$ cat src/include/iid_cfg.svh
`ifndef IID_CFG_SVH
`define IID_CFG_SVH
// ----------------------------------------
// Descriptor field positions
// ----------------------------------------
`define IID_TYPE_MSB 3
`define IID_TYPE_LSB 0
`define IID_GRAN_MSB 5
`define IID_GRAN_LSB 4
`define IID_DW_BIT 6
`define IID_DR_BIT 7
`define IID_DID_MSB 31
`define IID_DID_LSB 16
`define IID_PASID_MSB 51
`define IID_PASID_LSB 32
`define IID_AM_MSB 69
`define IID_AM_LSB 64
`define IID_IH_BIT 70
`define IID_GL_BIT 71
`define IID_ADDR_MSB 127
`define IID_ADDR_LSB 76
// ----------------------------------------
// Type and granularity codes
// ----------------------------------------
`define IID_TYPE_IOTLB 4'h2
`define IID_TYPE_EXT 4'h6
`define IID_G_00 2'h0
`define IID_G_01 2'h1
`define IID_G_10 2'h2
`define IID_G_11 2'h3
// ----------------------------------------
// Register offsets and reset values
// ----------------------------------------
`define IID_REG_CTRL 4'h0
`define IID_REG_STATUS 4'h4
`define IID_REG_CAP 4'h8
`define IID_REG_COUNT 4'hc
`define IID_CTRL_WBF_BIT 0
`define IID_CTRL_COARSE_BIT 1
`define IID_CTRL_RESET 2'h0
`define IID_CAP_DIDW_MSB 4
`define IID_CAP_DIDW_LSB 0
`define IID_CAP_MAX_GUEST_ADDR_WIDTH_MSB 14
`define IID_CAP_MAX_GUEST_ADDR_WIDTH_LSB 8
`define IID_PAGE_SHIFT 12
`endif

$ cat src/include/iid_pkg.sv
package iid_pkg;
   // ----------------------------------------
   // Types shared by the decoder
   // ----------------------------------------
   typedef logic [127:0] iid_dsc_t;

   typedef enum logic [2:0] {
      ST_IDLE,
      ST_FLUSH,
      ST_ISSUE,
      ST_SETTLE,
      ST_DRAIN
   } iid_state_e;

   // One invalidation order towards the caches
   typedef struct packed {
      logic iotlb_sl;     // Second-level IOTLB entries
      logic iotlb_fl;     // First-level and nested IOTLB entries
      logic psc_sl;       // Second-level paging-structure entries
      logic psc_fl;       // First-level and nested paging-structure entries
      logic pasid_cache;  // PASID-cache entries
      logic match_did;    // Limit to domain
      logic match_pasid;  // Limit to process address space
      logic sl_range;     // Second-level entries limited to address range
      logic fl_range;     // First-level entries limited to address range
      logic keep_global;  // Global pages may be kept
      logic [15:0] domain_identifier;
      logic [19:0] pasid;
      logic [51:0] addr;
      logic [5:0] am;
   } iid_inv_s;
endpackage : iid_pkg

$ cat src/hdl/iid_decoder.sv
`timescale 1ns/100ps
`include "iid_cfg.svh"
module iid_decoder
   import iid_pkg::*;
#(
   parameter int DID_WIDTH_DEF = 16,
   parameter int MAX_GUEST_ADDR_WIDTH_DEF = 48
) (
   input wire logic ref_clk_in,
   input wire logic reset_in,
   input wire logic dsc_valid_in,
   input wire iid_dsc_t dsc_in,
   output logic dsc_ready_out,
   input wire logic wait_valid_in,
   output logic wait_ready_out,
   output logic wait_done_out,
   output iid_inv_s inv_cmd_out,
   output logic inv_valid_out,
   input wire logic inv_ack_in,
   input wire logic inv_quiesced_in,
   output logic wbf_req_out,
   input wire logic wbf_done_in,
   output logic drain_req_out,
   output logic drain_rd_out,
   output logic drain_wr_out,
   input wire logic drain_done_in,
   input wire logic [3:0] reg_addr_in,
   input wire logic [31:0] reg_wdata_in,
   input wire logic reg_wr_in,
   input wire logic reg_rd_in,
   output logic [31:0] reg_rdata_out
);

   // ----------------------------------------
   // Parameter checks
   // ----------------------------------------
   if (DID_WIDTH_DEF < 1 || DID_WIDTH_DEF > 16) begin : g_bad_did
      $error("Domain width must lie in 1..16");
   end
   if (MAX_GUEST_ADDR_WIDTH_DEF < 13 || MAX_GUEST_ADDR_WIDTH_DEF > 64) begin : g_bad_max_guest_addr_width
      $error("Guest address width must lie in 13..64");
   end

   localparam logic [4:0] DIDW_RST = 5'(DID_WIDTH_DEF);
   localparam logic [6:0] MAX_GUEST_ADDR_WIDTH_RST = 7'(MAX_GUEST_ADDR_WIDTH_DEF);

   // ----------------------------------------
   // Field helpers
   // ----------------------------------------
   // Keep only the reported low domain bits
   function automatic logic [15:0] iid_mask_did(input logic [15:0] domain_identifier,
                                                input logic [4:0] width);
      logic [15:0] m;
      m = '0;
      for (int i = 0; i < 16; i++) begin
         m[i] = (i < int'(width));
      end
      return domain_identifier & m;
   endfunction : iid_mask_did

   // Keep only page bits below the guest address width
   function automatic logic [51:0] iid_mask_addr(input logic [51:0] addr,
                                                 input logic [6:0] max_guest_addr_width);
      logic [51:0] m;
      m = '0;
      for (int i = 0; i < 52; i++) begin
         m[i] = (i + `IID_PAGE_SHIFT < int'(max_guest_addr_width));
      end
      return addr & m;
   endfunction : iid_mask_addr

   // Order that clears every cache with no filter
   function automatic iid_inv_s iid_all();
      iid_inv_s c;
      c = '0;
      c.iotlb_sl = 1'b1;
      c.iotlb_fl = 1'b1;
      c.psc_sl = 1'b1;
      c.psc_fl = 1'b1;
      c.pasid_cache = 1'b1;
      return c;
   endfunction : iid_all

   // Second-level command decode
   function automatic iid_inv_s iid_dec_iotlb(input iid_dsc_t d,
                                              input logic [4:0] didw,
                                              input logic [6:0] max_guest_addr_width);
      iid_inv_s c;
      c = iid_all();
      unique case (d[`IID_GRAN_MSB:`IID_GRAN_LSB])
         `IID_G_10: begin
            c.match_did = 1'b1;
            c.domain_identifier = iid_mask_did(d[`IID_DID_MSB:`IID_DID_LSB], didw);
         end
         `IID_G_11: begin
            c.match_did = 1'b1;
            c.domain_identifier = iid_mask_did(d[`IID_DID_MSB:`IID_DID_LSB], didw);
            c.sl_range = 1'b1;
            c.psc_sl = ~d[`IID_IH_BIT];
            c.addr = iid_mask_addr(d[`IID_ADDR_MSB:`IID_ADDR_LSB], max_guest_addr_width);
            c.am = d[`IID_AM_MSB:`IID_AM_LSB];
         end
         default: begin
            c.match_did = 1'b0;
         end
      endcase
      return c;
   endfunction : iid_dec_iotlb

   // First-level and nested command decode
   function automatic iid_inv_s iid_dec_ext(input iid_dsc_t d,
                                            input logic [4:0] didw,
                                            input logic [6:0] max_guest_addr_width);
      iid_inv_s c;
      c = '0;
      c.iotlb_fl = 1'b1;
      c.psc_fl = 1'b1;
      c.match_did = 1'b1;
      c.domain_identifier = iid_mask_did(d[`IID_DID_MSB:`IID_DID_LSB], didw);
      unique case (d[`IID_GRAN_MSB:`IID_GRAN_LSB])
         `IID_G_00: begin
            c.keep_global = 1'b0;
         end
         `IID_G_01: begin
            c.keep_global = 1'b1;
         end
         `IID_G_10: begin
            c.keep_global = 1'b1;
            c.match_pasid = 1'b1;
            c.pasid = d[`IID_PASID_MSB:`IID_PASID_LSB];
         end
         `IID_G_11: begin
            c.match_pasid = 1'b1;
            c.pasid = d[`IID_PASID_MSB:`IID_PASID_LSB];
            c.fl_range = 1'b1;
            c.keep_global = ~d[`IID_GL_BIT];
            c.psc_fl = ~d[`IID_IH_BIT];
            c.addr = d[`IID_ADDR_MSB:`IID_ADDR_LSB];
            c.am = d[`IID_AM_MSB:`IID_AM_LSB];
         end
      endcase
      return c;
   endfunction : iid_dec_ext

   // ----------------------------------------
   // Registers and state
   // ----------------------------------------
   logic [1:0] ctrl_r;
   logic [4:0] didw_r;
   logic [6:0] max_guest_addr_width_r;
   logic [15:0] done_count_r;
   logic [15:0] bad_count_r;
   iid_state_e state_r;
   iid_state_e state_nxt;
   iid_inv_s cmd_nxt;
   logic [3:0] dsc_type;
   logic dsc_known;
   logic dsc_take;
   logic wait_take;
   logic pend_rd_r;
   logic pend_wr_r;
   logic set_rd;
   logic set_wr;

   assign dsc_type = dsc_in[`IID_TYPE_MSB:`IID_TYPE_LSB];
   assign dsc_known = (dsc_type == `IID_TYPE_IOTLB && dsc_in[5:4] != `IID_G_00)
                      || dsc_type == `IID_TYPE_EXT;
   assign dsc_take = (state_r == ST_IDLE) && dsc_valid_in;
   assign wait_take = (state_r == ST_IDLE) && !dsc_valid_in && wait_valid_in;

   // Drain demands raised by accepted commands
   assign set_rd = dsc_take && dsc_known &&
                   (dsc_type == `IID_TYPE_EXT || dsc_in[`IID_DR_BIT]);
   assign set_wr = dsc_take && dsc_known &&
                   (dsc_type == `IID_TYPE_EXT || dsc_in[`IID_DW_BIT]);

   // Order for the caches, widened when coarse mode is set
   always_comb begin
      if (ctrl_r[`IID_CTRL_COARSE_BIT]) begin
         cmd_nxt = iid_all();
      end else if (dsc_type == `IID_TYPE_EXT) begin
         cmd_nxt = iid_dec_ext(dsc_in, didw_r, max_guest_addr_width_r);
      end else begin
         cmd_nxt = iid_dec_iotlb(dsc_in, didw_r, max_guest_addr_width_r);
      end
   end

   // ----------------------------------------
   // Sequencer
   // ----------------------------------------
   // Next state
   always_comb begin
      state_nxt = state_r;
      unique case (state_r)
         ST_IDLE: begin
            if (dsc_take && dsc_known) begin
               if (ctrl_r[`IID_CTRL_WBF_BIT]) begin
                  state_nxt = ST_FLUSH;
               end else begin
                  state_nxt = ST_ISSUE;
               end
            end else if (wait_take && (pend_rd_r || pend_wr_r)) begin
               state_nxt = ST_DRAIN;
            end
         end
         ST_FLUSH: begin
            if (wbf_done_in) begin
               state_nxt = ST_ISSUE;
            end
         end
         ST_ISSUE: begin
            if (inv_ack_in) begin
               state_nxt = ST_SETTLE;
            end
         end
         ST_SETTLE: begin
            if (inv_quiesced_in) begin
               state_nxt = ST_IDLE;
            end
         end
         ST_DRAIN: begin
            if (drain_done_in) begin
               state_nxt = ST_IDLE;
            end
         end
      endcase
   end

   // State register
   always_ff @(posedge ref_clk_in) begin
      if (reset_in) begin
         state_r <= ST_IDLE;
      end else begin
         state_r <= state_nxt;
      end
   end

   // Ready towards the queue only when idle next
   always_ff @(posedge ref_clk_in) begin
      if (reset_in) begin
         dsc_ready_out <= 1'b0;
         wait_ready_out <= 1'b0;
      end else begin
         dsc_ready_out <= (state_nxt == ST_IDLE);
         wait_ready_out <= (state_nxt == ST_IDLE);
      end
   end

   // Captured order and its valid until acknowledged
   always_ff @(posedge ref_clk_in) begin
      if (reset_in) begin
         inv_cmd_out <= '0;
         inv_valid_out <= 1'b0;
      end else begin
         if (dsc_take && dsc_known) begin
            inv_cmd_out <= cmd_nxt;
         end
         inv_valid_out <= (state_nxt == ST_ISSUE);
      end
   end

   // Write-buffer flush pulse ahead of the order
   always_ff @(posedge ref_clk_in) begin
      if (reset_in) begin
         wbf_req_out <= 1'b0;
      end else begin
         wbf_req_out <= (state_r == ST_IDLE) && (state_nxt == ST_FLUSH);
      end
   end

   // Owed drains; a new demand wins over the clear
   always_ff @(posedge ref_clk_in) begin
      if (reset_in) begin
         pend_rd_r <= 1'b0;
         pend_wr_r <= 1'b0;
      end else begin
         if (set_rd) begin
            pend_rd_r <= 1'b1;
         end else if (state_r == ST_DRAIN && drain_done_in) begin
            pend_rd_r <= 1'b0;
         end
         if (set_wr) begin
            pend_wr_r <= 1'b1;
         end else if (state_r == ST_DRAIN && drain_done_in) begin
            pend_wr_r <= 1'b0;
         end
      end
   end

   // Drain request pulse with its kinds
   always_ff @(posedge ref_clk_in) begin
      if (reset_in) begin
         drain_req_out <= 1'b0;
         drain_rd_out <= 1'b0;
         drain_wr_out <= 1'b0;
      end else begin
         drain_req_out <= (state_r == ST_IDLE) && (state_nxt == ST_DRAIN);
         if ((state_r == ST_IDLE) && (state_nxt == ST_DRAIN)) begin
            drain_rd_out <= pend_rd_r;
            drain_wr_out <= pend_wr_r;
         end
      end
   end

   // Wait completion only once drains and removal are done
   always_ff @(posedge ref_clk_in) begin
      if (reset_in) begin
         wait_done_out <= 1'b0;
      end else begin
         wait_done_out <= (wait_take && !pend_rd_r && !pend_wr_r) ||
                          (state_r == ST_DRAIN && drain_done_in);
      end
   end

   // ----------------------------------------
   // Register port
   // ----------------------------------------
   // Control and capability writes
   always_ff @(posedge ref_clk_in) begin
      if (reset_in) begin
         ctrl_r <= `IID_CTRL_RESET;
         didw_r <= DIDW_RST;
         max_guest_addr_width_r <= MAX_GUEST_ADDR_WIDTH_RST;
      end else if (reg_wr_in) begin
         if (reg_addr_in == `IID_REG_CTRL) begin
            ctrl_r <= reg_wdata_in[1:0];
         end
         if (reg_addr_in == `IID_REG_CAP) begin
            didw_r <= reg_wdata_in[`IID_CAP_DIDW_MSB:`IID_CAP_DIDW_LSB];
            max_guest_addr_width_r <= reg_wdata_in[`IID_CAP_MAX_GUEST_ADDR_WIDTH_MSB:`IID_CAP_MAX_GUEST_ADDR_WIDTH_LSB];
         end
      end
   end

   // Completed and dropped command counters
   always_ff @(posedge ref_clk_in) begin
      if (reset_in) begin
         done_count_r <= '0;
         bad_count_r <= '0;
      end else begin
         if (state_r == ST_SETTLE && inv_quiesced_in) begin
            done_count_r <= done_count_r + 16'h0001;
         end
         if (dsc_take && !dsc_known) begin
            bad_count_r <= bad_count_r + 16'h0001;
         end
      end
   end

   // Read data one cycle after the strobe, zero otherwise
   always_ff @(posedge ref_clk_in) begin
      if (reset_in) begin
         reg_rdata_out <= 32'h0;
      end else if (reg_rd_in) begin
         unique case (reg_addr_in)
            `IID_REG_CTRL: reg_rdata_out <= {30'h0, ctrl_r};
            `IID_REG_STATUS: reg_rdata_out <= {27'h0, pend_wr_r, pend_rd_r,
                                              state_r};
            `IID_REG_CAP: reg_rdata_out <= {17'h0, max_guest_addr_width_r, 3'h0, didw_r};
            `IID_REG_COUNT: reg_rdata_out <= {bad_count_r, done_count_r};
            default: reg_rdata_out <= 32'h0;
         endcase
      end else begin
         reg_rdata_out <= 32'h0;
      end
   end

endmodule : iid_decoder

$ cat config.mk
export PLATFORM = sky130hd
export DESIGN_NAME = iid_decoder
export DESIGN_NICKNAME = d
export VERILOG_FILES = /design/src/include/iid_pkg.sv /design/src/hdl/iid_decoder.sv
export VERILOG_INCLUDE_DIRS = /design/src /design/src/include
export SDC_FILE = /design/constraint.sdc
export NUM_CORES = 1
export LEC_CHECK = 0
export BUFFER_PORTS_ARGS = -buffer_cell sky130_fd_sc_hd__buf_2
export CAP_MARGIN = 20
export CORE_ASPECT_RATIO = 1.2
export CORE_MARGIN = 2
export CORE_UTILIZATION = 30
export CTS_BUF_LIST = sky130_fd_sc_hd__clkbuf_4
export DETAILED_ROUTE_END_ITERATION = 8
export GPL_TIMING_DRIVEN = 0
export HOLD_SLACK_MARGIN = 0.06
export PLACE_DENSITY_LB_ADDON = 0.05
export SLEW_MARGIN = 20
export SYNTH_ARGS = -nofsm -noshare
export SYNTH_HDL_FRONTEND = slang
export SYNTH_SLANG_ARGS = --single-unit
$ cat constraint.sdc
create_clock -name ref_clk_in -period 2.19 [get_ports ref_clk_in]
set_input_delay 0.1095 -clock ref_clk_in [delete_from_list [all_inputs] [get_ports ref_clk_in]]
set_output_delay 0.1095 -clock ref_clk_in [all_outputs]
set_load 0.02 [all_outputs]
Word level (Yosys, flattened, before mapping)
Cells that the tools add are included.

Word-level logic and storage cells: 178. Output and inout bits: 144. Input bits: 174. Register bits: 194.

Bitwise logic cells: 5. Magnitude comparators: 68. Reductions and logical operators: 36. Muxes and demuxes: 22. Eq/ne operators: 15. $add $sub $neg: 2.

Operator list (count): 6-bit by 7-bit less-than comparator with 1-bit output, first input constant (32); 104-bit 2-to-1 mux (2); 32-bit one-hot mux with 4 select lines (1); 58-bit 2-to-1 mux (2); 5-bit by 7-bit less-than comparator with 1-bit output, first input constant (16); 52-bit bitwise AND (1); 4-bit by 5-bit less-than comparator with 1-bit output, first input constant (8); 16-bit by 1-bit adder with 16-bit output, second input constant (2); 4-bit by 7-bit less-than comparator with 1-bit output, first input constant (4); 3-bit by 5-bit less-than comparator with 1-bit output, first input constant (4); 20-bit 2-to-1 mux (1); 3-bit 2-to-1 mux (6); 16-bit bitwise AND (1); 16-bit 2-to-1 mux (1); 1-bit logical AND (15); 3-bit one-hot mux with 5 select lines (1); 1-bit by 5-bit less-than comparator with 1-bit output, first input constant (2); 2-bit by 5-bit less-than comparator with 1-bit output, first input constant (2); 3-bit by 2-bit equality test with 1-bit output, second input constant (3); 4-bit by 3-bit equality test with 1-bit output, second input constant (2); 4-bit equality test, second input constant (2); 3-bit by 1-bit equality test with 1-bit output, second input constant (2); 3-bit equality test, second input constant (2); 3-bit zero test (2); other kinds (14) (34).

Logic depth before layout (Yosys ltp)
Gate-level depths: netlist of run 1.

Depth after elaboration: 9. Mapped depth: 9. Mapped depth without buffers: 6.

Worst setup path after synthesis of run 1
OpenSTA, ideal clock, no wires.

Kind: register -> register. Start point: register state_r[0]. End point: register bad_count_r[15]. Data required time: 2.120 ns. Library setup time: 0.070 ns. Cell stages (with the launch flop): 6. Path buffers: 1. Period minus slack after synthesis: 2.048 ns. Slack: 0.142 ns. Arrival: 1.977 ns. Cells stage by stage: dfxtp_1 > or4b_4 > buf_6 > a2111o_1 > or4_1 > a21oi_1.

Word-level cells in the longest chain between the ends: 3.

RTL lines: start, declared (line iid_decoder.sv:153) `iid_state_e state_r;`; start signal, assigned (line iid_decoder.sv:234) `state_r <= state_nxt;`; 3-bit zero test (line iid_decoder.sv:168) `assign dsc_take = (state_r == ST_IDLE) && dsc_valid_in;`; 1-bit logical AND (line iid_decoder.sv:168); 1-bit logical AND (line iid_decoder.sv:344) `if (dsc_take && !dsc_known) begin`; end signal, assigned (line iid_decoder.sv:345) `bad_count_r <= bad_count_r + 16'h0001;`; end, declared (line iid_decoder.sv:152) `logic [15:0] bad_count_r;`.

No other way between the ends. A chain may end at the register's enable or synchronous reset.

Worst setup path in the final report of run 1
Start point: register state_r[1]. End point: register bad_count_r[15].

The elaborated chain is that of the path after synthesis.

==> results of run 1 <==
==> repair_timing <==
item / CTS / global route
gates resized for setup: 20 / 16
buffers inserted: 9 / 3
setup endpoints to repair: 107 / 70
endpoints found under the hold margin: 140 / 0
hold buffers: 133 / 0
pin swaps: 3 / 2
==> metrics by stage <==
stage / util, % / worst slack, ns / power, uW
6_report: 44.90 / 0.06631 / 6094
5_1_grt: 44.90 / -0.004528 / 6400
4_1_cts: 44.66 / -0.04431 / 6190
3_5_place_dp: 37.66 / -0.8973 / 4186
3_3_place_gp: 37.64 / -0.8534 / 4187
2_1_floorplan: - / 0.1425 / 3923
==> worst reg2reg max path: stages (launching register included) <==
cell	delay, ns
dfxtp_2	0.37
or4b_4	0.55
buf_6	0.17
a2111o_1	0.41
or4_1	0.43
a21oi_1	0.15
==> synth_stat cells, drive strengths merged, types with 12 or more instances <==
master,instances
nand3,19
inv,17
xnor2,15
buf,13
a21oi,38
mux2i,15
dfxtp,193
nor3,13
and2,18
a32o,33
nand2,103
nand2b,12
a22o,31
or3,16
nor2,56
clkbuf,37
o21ai,73
==> cell families after synthesis <==
family          count (synthesis)
compound gates                218
buf+inv                        68
flops                         193
mux                            17
xor+xnor                       19
fa+ha+maj                       5
simple gates                  283
==> power by group through the flow <==
stage          combinational, uW  clock (uW)  sequential [uW]
3_5_place_dp                 532           0             3650
3_3_place_gp                 534           0             3650
2_1_floorplan                250           0             3670
5_1_grt                      813        2000             3590
4_1_cts                      742        1870             3580
6_report                     748        1770             3580
==> layer usage <==
metal | vias to the layer above | track usage (%) | wire length (um)
li1 | 3770 | - | -
met1 | 3538 | 25.41 | 12080
met2 | 241 | 37.11 | 13890
met3 | 27 | 4.447 | 1607
met4 | 0 | 5.437 | 428
met5 | - | 0 | 0
==> registers in the layout (all words and copies together) (netlist names), 2 cells and up <==
signal	count
max_guest_addr_width_r	7
inv_cmd_out	103
ctrl_r	2
done_count_r	16
reg_rdata_out	32
state_r	3
didw_r	5
bad_count_r	16
==> cell type report <==
| type | instances | share of cell area, % |
|---|---|---|
| Antenna cell | 1 | 0.02259 |
| Clock buffer | 20 | 1.355 |
| Clock inverter | 12 | 0.7794 |
| Buffer | 50 | 2.022 |
| Timing Repair Buffer | 416 | 25.19 |
| Sequential cell | 193 | 34.97 |
| Tap cell | 325 | 3.671 |
| Multi-Input combinational cell | 542 | 31.38 |
| Inverter | 18 | 0.6100 |
==> worst max-delay path by stage <==
stage,end,slack (ns)
after floorplan,bad_count_r[15],0.14
after global placement,inv_cmd_out[89],-0.85
after detailed placement,inv_cmd_out[85],-0.90
after CTS,inv_cmd_out[58],-0.04
after global routing,bad_count_r[15],-0.005
final,bad_count_r[15],0.07
==> results.sh, run 1 <==
export IMPL_drtIter0Drc=347
export IMPL_synthSimpleGateAreaFrac_pct=18.83
export IMPL_dieArea_um2=26370
export IMPL_path_clk_slew_ns=0.16
export IMPL_multi_input_area_um2=3476
export IMPL_slew_violations=0
export IMPL_synthCells=803
export IMPL_crit_arrival_ns=2.66
export IMPL_n_fill_cell=2506
export IMPL_die_x_um=148.6
export IMPL_cp_buffers_inverters=1
export IMPL_place_area_um2=9293
export IMPL_tightest_slew_ns=0.9667
export IMPL_switchingPower_uw=1676
export IMPL_cp_cell_sequence="or4b_4, buf_6, a2111o_1, or4_1, a21oi_1"
export IMPL_ys_ff_latch=193
export IMPL_start_util_pct=30.49
export IMPL_grt_max_degree=17
export IMPL_hold_depth=5
export IMPL_r2r_start="state_r[1]"
export IMPL_muxShareOfSynthArea_pct=2.594
export IMPL_p_seq_share_pct=58.7
export IMPL_grt_overflow_total=0
export IMPL_routed_wl_mm=28.00
export IMPL_yosys_warnings=0
export IMPL_drv_cap=0
export IMPL_slew_headroom_pct=35.06
export IMPL_synth_fa_ha_area_share_pct=0.8315
export IMPL_cts_max_path_buffers=2
export IMPL_synth_compound_area_share_pct=20.51
export IMPL_antenna_left=0
export IMPL_synth_top_area_share_pct=51.36
export IMPL_crit_family="simple AND/OR/NAND/NOR gates"
export IMPL_route_detailed_drc=0
export IMPL_hp_class="in2reg"
export IMPL_syn_area_um2=7523
export IMPL_fin_cells=1577
export IMPL_leakagePower_uw=0.004776
export IMPL_fin_setup_tns_ns=0
export IMPL_register_area_um2=3874
export IMPL_cts_buffers=17
export IMPL_dp_hpwl_mm=20.62
export IMPL_outcome="finished, final reports clean"
export IMPL_synth_area_top_cells="dfxtp_1, nand2_1, o21ai_0"
export IMPL_p_per_area_nw_per_um2=550.2
export IMPL_r2r_cells=5
export IMPL_routedWlPerCell_um=17.76
export IMPL_required_ns=2.73
export IMPL_clock_latency_ns=0.61
export IMPL_hold_slack_ns=0.1344
export IMPL_grt_util_all_layers_pct=20.82
export IMPL_slowest_delay_ns=0.55
export IMPL_cp_slowest_cell="or4b_4"
export IMPL_synth_edf_count=0
export IMPL_syn_avg_cell_area_um2=9.369
export IMPL_io_buffers=271
export IMPL_vias=7576
export IMPL_p_int_uw=4418
export IMPL_clock_root_buffer="clkbuf_4"
export IMPL_syn_to_final_growth_pct=47.23
export IMPL_vias_per_cell=4.804
export IMPL_final_net_count=1417
export IMPL_rows=63
export IMPL_die_h_um=177.5
export IMPL_ys_types=68
export IMPL_rsz0062_at_grt="yes"
export IMPL_synth_net_count=982
export IMPL_drive_gt1_share_pct=28.54
export IMPL_critical_path_class="reg2reg"
export IMPL_dr_pass1_iters=5
export IMPL_worstSetupStartpointType="register"
export IMPL_min_to="max_guest_addr_width_r[0]"
export IMPL_cts_tree="done"
export IMPL_sw_frac_of_total_pct=27.51
export IMPL_synthArstFlopShare_pct=0
export IMPL_worstSetupPathDepth=5
export IMPL_cp_end_kind="register"
export IMPL_fmaxAchievable_mhz=470.9
export IMPL_grt_pass1_vias=7413
export IMPL_synth_xor_area_share_pct=2.212
export IMPL_core_area_um2=24670
export IMPL_ys_flop_type="dfxtp_1"
export IMPL_dpl_cell_count=1399
export IMPL_p_comb_share_pct=12.3
export IMPL_yosysSeqAreaShare_pct=51.36
export IMPL_startpoint="state_r[1]"
export IMPL_synth_top_family_by_area="compound AO/OA/AOI/OAI gates"
export IMPL_period_minus_slack_ns=2.124
export IMPL_postLayoutCellArea_um2=11080
export IMPL_vdd_ir_drop_max_mv=0.2770
export IMPL_cts_sinks=193
export IMPL_skew_ns=0.03216
export IMPL_period_share_pct=96.97
export IMPL_gp_congestion=0.7841
export IMPL_layout_commonest_cell="buf_2"
export IMPL_r2r_end="bad_count_r[15]"
export IMPL_grt_pass1_wl_mm=42.21
export IMPL_worstHoldStart="reg_addr_in[0]"
export IMPL_htree_levels=4
export IMPL_final_cell_mix="buf_2, dfxtp_1, dlygate4sd3_1"
export IMPL_ios=318
export IMPL_r2r_slack_ns=0.07
export IMPL_grt_antenna_before_repair=1
export IMPL_pwr_share_clk_pct=29.0
export IMPL_synth_top_area_cell="dfxtp_1"
export IMPL_hold_viol=0
export IMPL_setup_viol=0
export IMPL_critPathMaxFanout=10
Power figures use the tool's default switching activity.
==> run 2: changes to the inputs <==
MAX_ROUTING_LAYER = met4   (was not set)
==> run 2 against run 1 <==
Against the previous run:
- critical path type unchanged
- setup slack lost 0.00056 ns
- largest power group unchanged
- non-clock buffer count shrank 1
- first-iteration DRC count grew 1.2%
- routed wire length shrank 0.18%
- register-to-register slack is essentially flat
- sequential power is essentially flat
- global-route usage grew 0.57 points
- total power is essentially flat
==> results.sh, run 2 (synthesis gave the netlist of run 1 again) <==
export IMPL_critical_path_class="reg2reg"
export IMPL_slew_headroom_pct=33.28
export IMPL_rows=63
export IMPL_dr_pass1_iters=5
export IMPL_r2r_start="state_r[1]"
export IMPL_die_x_um=148.6
export IMPL_syn_to_final_growth_pct=47.13
export IMPL_hold_slack_ns=0.1353
export IMPL_io_buffers=271
export IMPL_critPathMaxFanout=10
export IMPL_cts_buffers=17
export IMPL_routedWlPerCell_um=17.73
export IMPL_cts_max_path_buffers=2
export IMPL_routed_wl_mm=27.95
export IMPL_required_ns=2.72
export IMPL_multi_input_area_um2=3476
export IMPL_r2r_slack_ns=0.07
export IMPL_final_cell_mix="buf_2, dfxtp_1, dlygate4sd3_1"
export IMPL_r2r_cells=5
export IMPL_crit_arrival_ns=2.66
export IMPL_grt_antenna_before_repair=1
export IMPL_grt_util_all_layers_pct=21.39
export IMPL_fin_util_pct=44.87
export IMPL_skew_ns=0.02786
export IMPL_drtIter0Drc=351
export IMPL_grt_max_degree=17
export IMPL_setup_viol=0
export IMPL_wl_met3_mm=1.500
export IMPL_vdd_ir_drop_max_mv=0.2731
export IMPL_min_to="max_guest_addr_width_r[0]"
export IMPL_dieArea_um2=26370
export IMPL_core_area_um2=24670
export IMPL_place_area_um2=9293
export IMPL_worstSetupStartpointType="register"
export IMPL_hold_viol=0
export IMPL_hp_class="in2reg"
export IMPL_worstHoldStart="reg_addr_in[0]"
export IMPL_p_per_area_nw_per_um2=550.7
export IMPL_p_total_uw=6096
export IMPL_grt_overflow_total=0
export IMPL_rsz0062_at_grt="yes"
export IMPL_n_fill_cell=2506
export IMPL_vias_per_cell=4.815
export IMPL_layout_commonest_cell="buf_2"
export IMPL_cts_tree="done"
export IMPL_cp_end_kind="register"
export IMPL_top_layer="met4"
export IMPL_path_clk_slew_ns=0.16
export IMPL_r2r_end="bad_count_r[15]"
export IMPL_slew_violations=0
export IMPL_period_share_pct=97.00
export IMPL_gp_congestion=0.7958
export IMPL_hold_depth=5
export IMPL_cts_sinks=193
export IMPL_ios=318
export IMPL_drv_cap=0
export IMPL_leakagePower_uw=0.004772
export IMPL_die_h_um=177.5
export IMPL_fmaxAchievable_mhz=470.8
export IMPL_drt_met1_wl_mm=12.18
export IMPL_clock_latency_ns=0.61
export IMPL_antenna_left=0
export IMPL_grt_pass1_vias=7420
export IMPL_htree_levels=4
export IMPL_outcome="finished, final reports clean"
export IMPL_tightest_slew_ns=0.9932
export IMPL_grt_pass1_wl_mm=42.19
export IMPL_routed_wl_met2_mm=13.84
export IMPL_clock_root_buffer="clkbuf_4"
export IMPL_period_minus_slack_ns=2.124
export IMPL_register_area_um2=3874
export IMPL_regMostFlops="inv_cmd_out"
export IMPL_postLayoutCellArea_um2=11070
export IMPL_vias=7588
export IMPL_route_detailed_drc=0
export IMPL_reg_top3="inv_cmd_out (103), reg_rdata_out (32)"
export IMPL_dp_hpwl_mm=20.62
export IMPL_largest_reg_flops=103
export IMPL_final_net_count=1416
export IMPL_start_util_pct=30.49
export IMPL_drive_gt1_share_pct=28.48
-- run 2: cell types whose count changed in the layout (fill, tap and decap cells not counted), sizes merged --
cell | before | now
buf | 294 | 293
-- run 2: how the worst max path moves through the flow --
stage / to / from
after floorplan: bad_count_r[15] / state_r[0]
after global placement: inv_cmd_out[89] / dsc_in[4]
after detailed placement: inv_cmd_out[85] / dsc_in[4]
after CTS: inv_cmd_out[58] / state_r[0]
after global routing: bad_count_r[15] / state_r[0]
final: bad_count_r[15] / state_r[1]
-- run 2: worst max-delay path: stages (launching register included) --
cell      delay [ns]
dfxtp_2         0.37
or4b_4          0.55
buf_6           0.17
a2111o_1        0.41
or4_1           0.43
a21oi_1         0.15
-- run 2: what timing repair did --
item,in CTS,in global routing
gates resized for setup,20,16
buffers inserted,9,2
setup endpoints to repair,107,71
cloned,0,0
pin swaps,3,2
hold endpoints to repair,140,0
hold buffers,133,0
-- run 2: stage by stage --
stage / std cells / setup WS (ns) / TNS [ns]
after CTS: 1573 / -0.04431 / -0.5613
final: 1576 / 0.06574 / 0
after global placement: 1399 / -0.8534 / -59.25
after detailed placement: 1399 / -0.8973 / -60.45
after floorplan: 803 / 0.1425 / 0
after global routing: 1576 / -0.01790 / -0.01790
-- run 2: layer usage --
layer  vias up  track usage, %
met4         0           5.437
met5         -               -
met3        30           4.242
met1      3567           25.20
li1       3766               -
met2       225           37.40
-- run 2: area by class of cell --
type	count	share of cell area, %
flip-flops and latches	193	34.99
multi-input cells	542	31.40
repair buffers	415	25.14
well taps	325	3.674
plain buffers	50	2.023
clock buffers	20	1.356
clock inverters	12	0.7799
inverters	18	0.6104
diodes	1	0.02261
-- run 2: where the power goes --
group | leakage, uW | switching, uW | internal [uW]
sequential | 0.00156 | 27.9 | 3550
clock | 0.000132 | 1280 | 493
combinational | 0.00308 | 372 | 376
==> run 3: changes to the inputs <==
BUFFER_PORTS_ARGS = not set   (was -buffer_cell sky130_fd_sc_hd__buf_2)
DONT_BUFFER_PORTS = 1   (was not set)
SLEW_MARGIN = 15   (was 20)
==> run 3 against run 2 <==
Against the previous run:
- sequential share of layout area up 4.2 points
- non-clock buffer count down 265
- count of clock-buffer cells in the layout down 2
- register-to-register slack about the same
- core utilization down 4.9 points
- via count down 11%
- sequential power up 1%
- largest cell class unchanged
- combinational power down 21%
- largest power group unchanged
- fmax about the same
- hold slack worse by 0.043 ns
- setup slack better by 0.0021 ns
==> results.sh, run 3 (synthesis gave the netlist of run 1 again) <==
export IMPL_grt_pass1_wl_mm=40.54
export IMPL_slowest_delay_ns=0.55
export IMPL_period_minus_slack_ns=2.122
export IMPL_multi_input_area_um2=3511
export IMPL_cp_buffers_inverters=1
export IMPL_critPathMaxFanout=11
export IMPL_period_share_pct=96.90
export IMPL_die_h_um=177.5
export IMPL_final_net_count=1152
export IMPL_routedWlPerCell_um=20.79
export IMPL_cts_sinks=193
export IMPL_antenna_left=0
export IMPL_p_per_area_nw_per_um2=632.6
export IMPL_required_ns=2.74
export IMPL_cts_buffers=17
export IMPL_layout_commonest_cell="dfxtp_1"
export IMPL_critical_path_class="reg2reg"
export IMPL_skew_ns=0.02693
export IMPL_regMostFlops="inv_cmd_out"
export IMPL_syn_to_final_growth_pct=31.13
export IMPL_postLayoutCellArea_um2=9866
export IMPL_grt_antenna_before_repair=1
export IMPL_drtIter0Drc=315
export IMPL_htree_levels=4
export IMPL_dpl_cell_count=1128
export IMPL_crit_family="simple AND/OR/NAND/NOR gates"
export IMPL_fin_cells=1311
export IMPL_vias=6754
export IMPL_setup_viol=0
export IMPL_p_total_uw=6241
export IMPL_timing_final_ws_setup_ns=0.06780
export IMPL_tightest_slew_ns=0.9026
export IMPL_slew_violations=0
export IMPL_routed_wl_mm=27.25
export IMPL_cp_slowest_cell="or4b_4"
export IMPL_worstSetupStartpointType="register"
export IMPL_grt_max_degree=18
export IMPL_grt_overflow_total=0
export IMPL_clock_latency_ns=0.61
export IMPL_cts_tree="done"
export IMPL_gp_congestion=0.8447
export IMPL_hold_viol=0
export IMPL_start_util_pct=30.49
export IMPL_cts_max_path_buffers=2
export IMPL_drv_cap=0
export IMPL_hp_class="in2reg"
export IMPL_vias_per_cell=5.152
export IMPL_vdd_ir_drop_max_mv=0.2605
export IMPL_cp_end_kind="register"
export IMPL_dieArea_um2=26370
export IMPL_place_area_um2=7936
export IMPL_dr_pass1_iters=4
export IMPL_rows=63
export IMPL_reg_top3="inv_cmd_out (103), reg_rdata_out (32)"
export IMPL_final_cell_mix="dfxtp_1, dlygate4sd3_1, nand2_1"
export IMPL_fmaxAchievable_mhz=471.2
export IMPL_clock_root_buffer="clkbuf_4"
export IMPL_route_detailed_drc=0
export IMPL_slew_headroom_pct=39.36
export IMPL_n_fill_cell=2490
export IMPL_path_clk_slew_ns=0.17
export IMPL_io_buffers=0
export IMPL_die_x_um=148.6
export IMPL_dp_slack_ns=-0.7924
export IMPL_ios=318
export IMPL_grt_util_all_layers_pct=20.72
export IMPL_crit_arrival_ns=2.67
export IMPL_drive_gt1_share_pct=9.036
export IMPL_largest_reg_flops=103
export IMPL_leakagePower_uw=0.003539
export IMPL_core_area_um2=24670
export IMPL_register_area_um2=3870
export IMPL_dp_hpwl_mm=20.06
export IMPL_cp_cell_sequence="or4b_4, buf_12, a2111o_1, or4_1, a21oi_2"
export IMPL_grt_pass1_vias=6754
export IMPL_outcome="finished, final reports clean"
## run 3: changes by cell type in the layout (fill, tap and decap cells not counted), moves of 3 or more
cell           change
inv_6              +3
clkinv_4           -3
buf_2            -271
o21ai_0            -4
clkbuf_4           -4
dlygate4sd3_1      +6
## run 3: worst paths after layout
check	start	end	slack [ns]	cells after the start
setup / recovery	state_r[0]	bad_count_r[15]	0.07	5
hold / removal	dsc_valid_in	inv_cmd_out[96]	0.09	4
setup reg to reg	state_r[0]	bad_count_r[15]	0.07	5
hold reg to reg	bad_count_r[10]	reg_rdata_out[26]	0.50	1
## run 3: repair_timing
action | 4_1_cts | 5_1_grt
hold buffers | 139 | 0
pin swaps | 3 | 6
setup endpoints to repair | 106 | 80
gates cloned | 1 | 0
gates resized for setup | 16 | 33
endpoints found under the hold margin | 157 | 0
setup buffers | 6 | 5
## run 3: area by class of cell
| type | instances | share of cell area [%] |
|---|---|---|
| sequential | 193 | 39.23 |
| multi-input combinational | 543 | 35.59 |
| timing repair buffer | 150 | 15.07 |
| tap | 325 | 4.122 |
| buffer | 50 | 2.384 |
| clock inverter | 13 | 1.535 |
| clock buffer | 18 | 1.370 |
| inverter | 18 | 0.6848 |
| antenna | 1 | 0.02536 |
## run 3: power by group
group	internal, uW	switching, uW	total [uW]
sequential	3550	66.0	3620
clock	711	1320	2030
combinational	288	305	593
## run 3: metal layers
layer / track usage (%) / up-vias / share of wire (%)
li1: - / 3230 / -
met3: 5.501 / 28 / 6.9
met2: 36.59 / 225 / 51
met4: 5.794 / 0 / 1.9
met1: 23.05 / 3271 / 40
met5: - / - / 0
## run 3: worst reg2reg max path, stage by stage, from the launching register on
cell	delay, ns
dfxtp_4	0.40
or4b_4	0.55
buf_12	0.17
a2111o_1	0.38
or4_1	0.45
a21oi_2	0.12
## run 3: per-stage QoR
step	TNS [ns]	hold WS (ns)	util, %
floorplan	0	0.2336	-
global placement	-60.50	0.2362	32.14
detailed placement	-57.89	0.2382	32.17
CTS	0	0.07752	39.55
global route	-0.004071	0.06204	39.99
finish	0	0.09268	39.99
